## src/hdl/ggt_pkg.sv

```systemverilog
/*
 * constants, field layouts and carrier types for the gain, link format
 * and line threshold register bank.
 * assumes a 32-bit Avalon-MM slave with byte addresses, one word per register.
 */
package ggt_pkg;
	// ****************************************
	// register indices (byte address = 4 * index)
	// ****************************************
	localparam logic [5:0] IDX_RX_FINE_GAIN   = 6'h29;
	localparam logic [5:0] IDX_GCI_FORMAT     = 6'h2A;
	localparam logic [5:0] IDX_THR_VALUE      = 6'h2B;
	localparam logic [5:0] IDX_THR_IRQ_CTRL   = 6'h2C;
	localparam logic [5:0] IDX_IRQ_CONTROL    = 6'h30;
	localparam logic [5:0] IDX_IRQ_STATUS     = 6'h31;
	localparam logic [5:0] IDX_IRQ_MASK       = 6'h32;
	// ****************************************
	// field positions
	// ****************************************
	localparam int GAIN_DIR_BIT  = 4;
	localparam int FMT_LSB       = 2;
	localparam int B2_EN_BIT     = 1;
	localparam int B1_EN_BIT     = 0;
	localparam int THR_FLAG_BIT  = 3;
	localparam int THR_SEL_BIT   = 2;
	localparam int THR_MASK_BIT  = 1;
	localparam int THR_POL_BIT   = 0;
	localparam int GLOBAL_IRQ_ENABLE_BIT      = 0;
	localparam int SLOT_SEL_BIT  = 1;
	localparam int EV_TX_BIT     = 0;
	localparam int EV_RX_BIT     = 1;
	localparam int EV_SAT_BIT    = 2;
	// ****************************************
	// reset values and codes
	// ****************************************
	localparam logic [7:0] RST_BYTE     = 8'h00;
	localparam logic [1:0] FMT_ALAW     = 2'h0;
	localparam logic [1:0] FMT_MULAW    = 2'h1;
	localparam logic [1:0] FMT_LIN8     = 2'h2;
	localparam logic [1:0] FMT_LIN16    = 2'h3;
	// ****************************************
	// companding and gain constants
	// ****************************************
	localparam logic [13:0] MU_CLIP     = 14'h1FDE;
	localparam logic [14:0] MU_BIAS     = 15'h0021;
	localparam logic [15:0] MU_DEC_BIAS = 16'h0084;
	localparam logic [7:0]  A_XOR       = 8'h55;
	localparam int          GAIN_FRAC   = 14;
	localparam logic [15:0][15:0] GAIN_UP = {16'h4C10, 16'h4B31, 16'h4A55, 16'h497B, 16'h48A4, 16'h47CF,
		16'h46FD, 16'h462D, 16'h455F, 16'h4494, 16'h43CB, 16'h4304, 16'h4240, 16'h417E, 16'h40BE, 16'h4000};
	localparam logic [15:0][15:0] GAIN_DN = {16'h35D9, 16'h3679, 16'h371B, 16'h37BE, 16'h3863, 16'h390B,
		16'h39B4, 16'h3A5F, 16'h3B0C, 16'h3BBB, 16'h3C6C, 16'h3D1F, 16'h3DD4, 16'h3E8C, 16'h3F45, 16'h4000};
	// ****************************************
	// carriers
	// ****************************************
	typedef struct packed {
		logic        valid;
		logic [15:0] sample;
	} ggt_sample_t;
	typedef struct packed {
		logic       valid;
		logic       b1_en;
		logic       b2_en;
		logic [7:0] b1;
		logic [7:0] b2;
	} ggt_link_t;
	typedef struct packed {
		logic       update;
		logic [7:0] current;
		logic [7:0] voltage;
	} ggt_meas_t;
endpackage

```

## src/hdl/ggt_regs.sv

```systemverilog
/*
 * register bank with fine receive gain, link data format and line
 * threshold interrupt, plus the datapath these registers steer.
 * assumes an Avalon-MM master on clk_i and synchronous datapath inputs.
 */
module ggt_regs (
	// clock and reset
	input  wire logic              clk_i,
	input  wire logic              reset_n_i,
	// avalon-mm slave
	input  wire logic [7:0]        avs_address_i,
	input  wire logic              avs_read_i,
	input  wire logic              avs_write_i,
	input  wire logic [31:0]       avs_writedata_i,
	input  wire logic [3:0]        avs_byteenable_i,
	output logic      [31:0]       avs_readdata_o,
	output logic                   avs_waitrequest_o,
	// receive path line to link
	input  wire ggt_pkg::ggt_sample_t rx_line_i,
	output ggt_pkg::ggt_link_t     link_tx_o,
	// transmit path link to line
	input  wire ggt_pkg::ggt_link_t link_rx_i,
	output ggt_pkg::ggt_sample_t   line_tx_o,
	// line measurements
	input  wire ggt_pkg::ggt_meas_t meas_i,
	// interrupt
	output logic                   pwm_or_irq_pin_o
);
	// ****************************************
	// companding helpers
	// ****************************************
	function automatic logic [7:0] enc_mu(input logic [15:0] s);
		logic        sgn;
		logic [13:0] mag;
		logic [14:0] biased;
		logic [2:0]  seg;
		logic [3:0]  mant;
		sgn = s[15];
		mag = sgn ? ~s[15:2] : s[15:2];
		if (mag > ggt_pkg::MU_CLIP) begin
			mag = ggt_pkg::MU_CLIP;
		end
		biased = {1'b0, mag} + ggt_pkg::MU_BIAS;
		seg = 3'h0;
		for (int i = 0; i < 8; i++) begin
			if (biased[i + 5]) begin
				seg = 3'(i);
			end
		end
		mant = 4'(biased >> (seg + 3'h1));
		return ~{sgn, seg, mant};
	endfunction

	function automatic logic [15:0] dec_mu(input logic [7:0] c);
		logic [7:0]  u;
		logic [15:0] t;
		u = ~c;
		t = ({9'h000, u[3:0], 3'h0} + ggt_pkg::MU_DEC_BIAS) << u[6:4];
		return u[7] ? ggt_pkg::MU_DEC_BIAS - t : t - ggt_pkg::MU_DEC_BIAS;
	endfunction

	function automatic logic [7:0] enc_a(input logic [15:0] s);
		logic        sgn;
		logic [11:0] mag;
		logic [2:0]  seg;
		logic [3:0]  mant;
		sgn = s[15];
		mag = sgn ? ~s[14:3] : s[14:3];
		seg = 3'h0;
		for (int i = 1; i < 8; i++) begin
			if (mag[i + 4]) begin
				seg = 3'(i);
			end
		end
		mant = (seg == 3'h0) ? mag[4:1] : 4'(mag >> seg);
		return {~sgn, seg, mant} ^ ggt_pkg::A_XOR;
	endfunction

	function automatic logic [15:0] dec_a(input logic [7:0] c);
		logic [7:0]  a;
		logic [15:0] t;
		a = c ^ ggt_pkg::A_XOR;
		if (a[6:4] == 3'h0) begin
			t = {8'h00, a[3:0], 4'h8};
		end else begin
			t = {7'h00, 1'b1, a[3:0], 4'h8} << (a[6:4] - 3'h1);
		end
		return a[7] ? t : 16'(-t);
	endfunction

	// ****************************************
	// state
	// ****************************************
	logic [31:0]          rdata_reg, rdata_next;
	logic                 wait_reg, wait_next;
	logic [4:0]           gain_reg, gain_next;
	logic [3:0]           gci_reg, gci_next;
	logic [7:0]           thr_reg, thr_next;
	logic [2:0]           thr_ctl_reg, thr_ctl_next;
	logic [1:0]           ctl_reg, ctl_next;
	logic [2:0]           msk_reg, msk_next;
	logic [2:0]           sts_reg, sts_next;
	logic                 flag_reg, flag_next;
	logic                 cond_reg, cond_next;
	logic                 irq_reg, irq_next;
	ggt_pkg::ggt_sample_t gain_out_reg, gain_out_next;
	logic                 sat_reg, sat_next;
	ggt_pkg::ggt_link_t   tx_reg, tx_next;
	ggt_pkg::ggt_sample_t line_reg, line_next;

	logic       wr_go;
	logic [5:0] idx;
	logic [1:0] fmt;
	logic       b1_on;
	logic       b2_on;
	logic       slot_b2;

	assign idx     = avs_address_i[7:2];
	assign wr_go   = avs_write_i & ~wait_reg & avs_byteenable_i[0];
	assign fmt     = gci_reg[ggt_pkg::FMT_LSB +: 2];
	assign b1_on   = gci_reg[ggt_pkg::B1_EN_BIT];
	assign b2_on   = gci_reg[ggt_pkg::B2_EN_BIT];
	assign slot_b2 = ctl_reg[ggt_pkg::SLOT_SEL_BIT];

	// ****************************************
	// bus slave and configuration
	// ****************************************
	always_comb begin
		wait_next    = ~((avs_read_i | avs_write_i) & wait_reg);
		rdata_next   = rdata_reg;
		gain_next    = gain_reg;
		gci_next     = gci_reg;
		thr_next     = thr_reg;
		thr_ctl_next = thr_ctl_reg;
		ctl_next     = ctl_reg;
		msk_next     = msk_reg;
		if (avs_read_i & wait_reg) begin
			case (idx)
				ggt_pkg::IDX_RX_FINE_GAIN: rdata_next = {27'h0000000, gain_reg};
				ggt_pkg::IDX_GCI_FORMAT:   rdata_next = {28'h0000000, gci_reg};
				ggt_pkg::IDX_THR_VALUE:    rdata_next = {24'h000000, thr_reg};
				ggt_pkg::IDX_THR_IRQ_CTRL: rdata_next = {28'h0000000, flag_reg, thr_ctl_reg};
				ggt_pkg::IDX_IRQ_CONTROL:  rdata_next = {30'h00000000, ctl_reg};
				ggt_pkg::IDX_IRQ_STATUS:   rdata_next = {29'h00000000, sts_reg};
				ggt_pkg::IDX_IRQ_MASK:     rdata_next = {29'h00000000, msk_reg};
				default:                   rdata_next = 32'h00000000;
			endcase
		end
		if (wr_go) begin
			case (idx)
				ggt_pkg::IDX_RX_FINE_GAIN: gain_next    = avs_writedata_i[4:0];
				ggt_pkg::IDX_GCI_FORMAT:   gci_next     = avs_writedata_i[3:0];
				ggt_pkg::IDX_THR_VALUE:    thr_next     = avs_writedata_i[7:0];
				ggt_pkg::IDX_THR_IRQ_CTRL: thr_ctl_next = avs_writedata_i[2:0];
				ggt_pkg::IDX_IRQ_CONTROL:  ctl_next     = avs_writedata_i[1:0];
				ggt_pkg::IDX_IRQ_MASK:     msk_next     = avs_writedata_i[2:0];
				default: begin
				end
			endcase
		end
	end

	always_ff @(posedge clk_i or negedge reset_n_i) begin
		if (!reset_n_i) begin
			wait_reg    <= 1'b1;
			rdata_reg   <= 32'h00000000;
			gain_reg    <= ggt_pkg::RST_BYTE[4:0];
			gci_reg     <= ggt_pkg::RST_BYTE[3:0];
			thr_reg     <= ggt_pkg::RST_BYTE;
			thr_ctl_reg <= ggt_pkg::RST_BYTE[2:0];
			ctl_reg     <= ggt_pkg::RST_BYTE[1:0];
			msk_reg     <= ggt_pkg::RST_BYTE[2:0];
		end else begin
			wait_reg    <= wait_next;
			rdata_reg   <= rdata_next;
			gain_reg    <= gain_next;
			gci_reg     <= gci_next;
			thr_reg     <= thr_next;
			thr_ctl_reg <= thr_ctl_next;
			ctl_reg     <= ctl_next;
			msk_reg     <= msk_next;
		end
	end

	// ****************************************
	// datapath: gain, link format, line return
	// ****************************************
	always_comb begin
		logic [15:0]        coef;
		logic signed [32:0] prod;
		logic signed [18:0] scaled;
		logic [7:0]         code;
		logic [7:0]         slot_byte;
		logic               slot_ok;
		code      = 8'h00;
		coef      = gain_reg[ggt_pkg::GAIN_DIR_BIT] ? ggt_pkg::GAIN_DN[gain_reg[3:0]]
		                                            : ggt_pkg::GAIN_UP[gain_reg[3:0]];
		prod      = $signed(rx_line_i.sample) * $signed({1'b0, coef});
		scaled    = prod[32:ggt_pkg::GAIN_FRAC];
		gain_out_next.valid = rx_line_i.valid;
		sat_next  = 1'b0;
		if (scaled > 19'sh07FFF) begin
			gain_out_next.sample = 16'h7FFF;
			sat_next = rx_line_i.valid;
		end else if (scaled < -19'sh08000) begin
			gain_out_next.sample = 16'h8000;
			sat_next = rx_line_i.valid;
		end else begin
			gain_out_next.sample = scaled[15:0];
		end
		// line to link
		case (fmt)
			ggt_pkg::FMT_ALAW:  code = enc_a(gain_out_reg.sample);
			ggt_pkg::FMT_MULAW: code = enc_mu(gain_out_reg.sample);
			default:            code = gain_out_reg.sample[15:8];
		endcase
		tx_next = '0;
		tx_next.valid = gain_out_reg.valid;
		if (gain_out_reg.valid) begin
			if (fmt == ggt_pkg::FMT_LIN16) begin
				tx_next.b1_en = b1_on;
				tx_next.b1    = b1_on ? gain_out_reg.sample[15:8] : 8'h00;
				tx_next.b2_en = b2_on;
				tx_next.b2    = b2_on ? gain_out_reg.sample[7:0] : 8'h00;
			end else begin
				tx_next.b1_en = b1_on & ~slot_b2;
				tx_next.b1    = (b1_on & ~slot_b2) ? code : 8'h00;
				tx_next.b2_en = b2_on & slot_b2;
				tx_next.b2    = (b2_on & slot_b2) ? code : 8'h00;
			end
			tx_next.valid = tx_next.b1_en | tx_next.b2_en;
		end
		// link to line
		slot_byte = slot_b2 ? link_rx_i.b2 : link_rx_i.b1;
		slot_ok   = slot_b2 ? (b2_on & link_rx_i.b2_en) : (b1_on & link_rx_i.b1_en);
		line_next = '0;
		if (fmt == ggt_pkg::FMT_LIN16) begin
			line_next.valid  = link_rx_i.valid & ((b1_on & link_rx_i.b1_en) | (b2_on & link_rx_i.b2_en));
			line_next.sample = {(b1_on & link_rx_i.b1_en) ? link_rx_i.b1 : 8'h00,
			                    (b2_on & link_rx_i.b2_en) ? link_rx_i.b2 : 8'h00};
		end else begin
			line_next.valid = link_rx_i.valid & slot_ok;
			case (fmt)
				ggt_pkg::FMT_ALAW:  line_next.sample = dec_a(slot_byte);
				ggt_pkg::FMT_MULAW: line_next.sample = dec_mu(slot_byte);
				default:            line_next.sample = {slot_byte, 8'h00};
			endcase
		end
	end

	always_ff @(posedge clk_i or negedge reset_n_i) begin
		if (!reset_n_i) begin
			gain_out_reg <= '0;
			sat_reg      <= 1'b0;
			tx_reg       <= '0;
			line_reg     <= '0;
		end else begin
			gain_out_reg <= gain_out_next;
			sat_reg      <= sat_next;
			tx_reg       <= tx_next;
			line_reg     <= line_next;
		end
	end

	// ****************************************
	// threshold, status and interrupt
	// ****************************************
	always_comb begin
		logic [7:0] reading;
		logic [7:0] mag;
		logic       cond;
		logic       hit;
		logic [2:0] events;
		reading = thr_ctl_reg[ggt_pkg::THR_SEL_BIT] ? meas_i.voltage : meas_i.current;
		mag     = reading[7] ? 8'(-reading) : reading;
		cond    = thr_ctl_reg[ggt_pkg::THR_POL_BIT] ? (mag > thr_reg) : (mag < thr_reg);
		cond_next = meas_i.update ? cond : cond_reg;
		hit     = meas_i.update & cond & ~cond_reg;
		flag_next = flag_reg;
		if (wr_go && idx == ggt_pkg::IDX_THR_IRQ_CTRL && !avs_writedata_i[ggt_pkg::THR_FLAG_BIT]) begin
			flag_next = 1'b0;
		end
		if (hit) begin
			flag_next = 1'b1;
		end
		events = '0;
		events[ggt_pkg::EV_TX_BIT]  = tx_reg.valid;
		events[ggt_pkg::EV_RX_BIT]  = line_reg.valid;
		events[ggt_pkg::EV_SAT_BIT] = sat_reg;
		sts_next = sts_reg;
		if (wr_go && idx == ggt_pkg::IDX_IRQ_STATUS) begin
			sts_next = sts_reg & ~avs_writedata_i[2:0];
		end
		sts_next = sts_next | events;
		irq_next = ctl_reg[ggt_pkg::GLOBAL_IRQ_ENABLE_BIT]
			& ((flag_next & thr_ctl_reg[ggt_pkg::THR_MASK_BIT]) | (|(sts_next & msk_reg)));
	end

	always_ff @(posedge clk_i or negedge reset_n_i) begin
		if (!reset_n_i) begin
			flag_reg <= 1'b0;
			cond_reg <= 1'b0;
			sts_reg  <= 3'h0;
			irq_reg  <= 1'b0;
		end else begin
			flag_reg <= flag_next;
			cond_reg <= cond_next;
			sts_reg  <= sts_next;
			irq_reg  <= irq_next;
		end
	end

	// ****************************************
	// outputs
	// ****************************************
	assign avs_readdata_o    = rdata_reg;
	assign avs_waitrequest_o = wait_reg;
	assign link_tx_o         = tx_reg;
	assign line_tx_o         = line_reg;
	assign pwm_or_irq_pin_o  = irq_reg;
endmodule

```

## config.mk

```make
export PLATFORM = sky130hd
export DESIGN_NAME = ggt_regs
export DESIGN_NICKNAME = d
export VERILOG_FILES = /design/src/hdl/ggt_pkg.sv /design/src/hdl/ggt_regs.sv
export SDC_FILE = /design/constraint.sdc
export NUM_CORES = 1
export LEC_CHECK = 0
export BUFFER_PORTS_ARGS = -buffer_cell sky130_fd_sc_hd__buf_2
export CORE_MARGIN = 3
export CORE_UTILIZATION = 25
export CTS_BUF_LIST = sky130_fd_sc_hd__clkbuf_8
export CTS_CLUSTER_SIZE = 24
export DETAILED_ROUTE_END_ITERATION = 6
export PLACE_DENSITY_LB_ADDON = 0.15
export SLEW_MARGIN = 20
export SYNTH_ARGS = -nofsm -noshare
export SYNTH_HDL_FRONTEND = slang
export SYNTH_SLANG_ARGS = --single-unit
```

## constraint.sdc

```tcl
create_clock -name clk_i -period 13.8 [get_ports clk_i]
set_clock_uncertainty 0.05 [all_clocks]
set_input_delay 0.69 -clock clk_i [delete_from_list [all_inputs] [get_ports clk_i]]
set_output_delay 0.69 -clock clk_i [all_outputs]
set_load 0.03 [all_outputs]
```

==> impl_metrics.csv <==
group,metric,value,unit
status,status,"complete, no violations",
placement,portBuffers,117,
cells_and_area,fillers,7107,
cells_and_area,insertedDiodeCount,0,
cells_and_area,drive_above_1_share,11.7,%
clock_tree,clock_sinks,94,
worst_setup_path,required,13.97,ns
floorplan,die_area,69200,sq um
route,drcViolationCount,0,
sta,timing.final.crit_share,68.6,%
floorplan,boundaryPins,171,
sta,min_period,9.46,ns
route,wl_per_cell,17.3,microns
yosys,yosysWarnings,0,
sta,hold_viol_final,0,
yosys,syn_inst,1967,
yosys,ys_ff_latch,94,
yosys,avgSynthCellArea,8.40,sq um
route,route.met3.wl,1380,microns
route,detail-route-antenna-nets,0,
yosys,synth_edf_count,0,
floorplan,die_w,263,microns
yosys,netlist-cell-type-count,96,
grt,antenna_found_initial,1,
cells_and_area,largest_reg_flops,19,
route,wl_met1,24500,microns
worst_setup_path,crit_slowest_cell,"o31ai_2",
route,wl_met2,23200,microns
clock_tree,cts_buffers,9,
yosys,netlist.area_leader.share,21.6,%
worst_setup_path,worstSetupPathType,"flip-flop to flip-flop",
sta,worst_slew_pin_slew,1.04,ns
yosys,yosysTopAreaCell,"fa_1",
route,highest_layer,"met4",
worst_setup_path,critPathLaunchType,"flip-flop",
worst_setup_path,max_stage_delay,0.88,ns
grt,track_usage,14.4,%
sta,setup_viol,0,
sta,fmax,106,MHz
sta,rsz0062_at_grt,"no",
min_path,hp-class,"primary input to async pin",
placement,gp_congestion,0.848,
cells_and_area,syn_to_final_growth,9.52,%
placement,detailed_place_hpwl,38200,microns
clock_tree,cts-root-buf,"clkbuf_8",
route,routed_wl,49800,microns
route,drt_pre_antenna_iters,5,
clock_tree,post_cts_resized,0,
grt,grt_max_degree,58,
yosys,yosysMostFrequentCell,"inv_1",
sta,relSlewSlack,30.4,%
yosys,ys_seq_area_share,14.2,%
grt,grt_pass1_vias,14400,
sta,slew_viol_final,0,
grt,grt-ovfl-total,0,
yosys,synthTopCellsByArea,"fa_1 (22%), dfrtp_1 (14%), ha_1 (11%), inv_1 (5.8%), nand2_1 (5.0%)",
worst_setup_path,end_kind,"flip-flop",
route,vias_per_cell,4.76,
clock_tree,postCtsSetupRepairBufs,0,
cells_and_area,finalNetCount,2443,
yosys,netlist_top_cells_count,"inv_1 (256), nand2_1 (222), fa_1 (178)",
yosys,ys_async_sr_fraction,100,%
flow_run,cap_violations,0,
clock_tree,cts_buffer_depth,2,
clock_tree,clk_pin_slew,0.12,ns
yosys,yosys_most_used_dff,"dfrtp_1",
grt,grt_pass1_wl,81500,microns
floorplan,start_util,25.5,%
route,num_vias,13700,
cells_and_area,seq_area,2350,sq um
route,drtIter0Drc,861,
floorplan,die_h,263,microns
yosys,synth_area,16500,sq um
clock_tree,clkLatencyLatePin,0.39,ns
floorplan,core,64900,sq um
sta,tns,0,ns
worst_setup_path,arrival,9.63,ns
clock_tree,cts_tree,"built",
clock_tree,cts_max_level,3,
floorplan,fp-row-count,93,
cells_and_area,multi_input_area,12700,sq um
worst_setup_path,path_max_fanout,16,
clock_tree,cts_hold_buf,0,
per-layer routing:
layer / vias to the layer above / GRT usage [%]
met1: 6847 / 20.5
met3: 35 / 1.25
met4: 0 / 2.68
li1: 6580 / -
met2: 227 / 23.8
met5: - / 0
path summary, 6_finish.rpt:
check                                        from                 to  slack [ns]  cells after the start
worst min-delay path                    reset_n_i         thr_reg[5]        0.19                      1
worst min register to register  avs_readdata_o[4]  avs_readdata_o[4]        0.44                      2
max in group asynchronous               reset_n_i       link_tx_o[3]       12.32                      2
worst max register to register        gain_reg[0]            sat_reg        4.34                     30
worst max-delay path                  gain_reg[0]            sat_reg        4.34                     30
min in group clk_i                     avs_read_i  avs_waitrequest_o        0.39                      2
cells by family (layout without fill, tap and decap cells):
logic type,after synthesis,count (layout),synth area share [%]
flops,94,94,14.2
compound gates,415,415,16.6
simple gates,599,599,17.8
other cells,1,24,0.0227
buf+inv,390,418,9.65
mux,68,68,4.87
fa+ha+maj,329,329,33.0
xor+xnor,71,71,3.85
layout by cell type, fill, tap and decap left out, types with 8 or more instances in the layout:
cell      Yosys  final
inv_1       256    256
nand2_1     222    222
fa_1        178    178
ha_1        151    151
and2_1      117    117
buf_2        15    116
a21oi_1     107    105
nor2_1      104    104
o21ai_0      94     92
dfrtp_1      93     92
xnor2_1      41     41
a21o_1       41     41
nand3_1      31     31
mux2i_1      30     29
mux2_2       29     29
xor2_1       28     28
buf_4        24     26
nor2b_1      25     25
nand2b_1     24     24
a31oi_1      25     24
conb_1        1     24
a211oi_1     20     20
nor3_1       17     17
o211ai_1     17     17
a22o_1       13     13
a22oi_1      11     11
clkbuf_8      0     10
nand4_1       9      9
and3_1        8      8
critical path, delay by kind of cell, from the launching register on:
kind                       cells  cell delay, ns
adders and majority gates      8            3.77
AOI/OAI and AO/OA             12            3.41
buffers and inverters          7            0.82
DFF                            1            0.64
and+or+nand+nor                2            0.38
xor gates and xnor gates       1            0.20
area by class of cell:
class | count | area share, %
clock buffers | 10 | 0.760
inverters | 260 | 5.39
repair buffers | 142 | 4.29
multi-input cells | 1506 | 70.2
well taps | 855 | 5.91
clock inverters | 6 | 0.477
flip-flops and latches | 94 | 13.0
through the flow:
stage	instances	hold WS (ns)	instance area, sq um	utilization, %	setup WS [ns]
floorplan	1990	0.344	16600	-	5.61
global placement	2857	0.408	17900	27.5	4.34
detailed placement	2857	0.408	17900	27.5	4.35
CTS	2873	0.192	18100	27.9	4.30
global route	2873	0.199	18100	27.9	3.62
finish	2873	0.191	18100	27.9	4.34
Power is not shown: default switching activity piles up to over one toggle a cycle in this logic, so the estimate is an artifact.
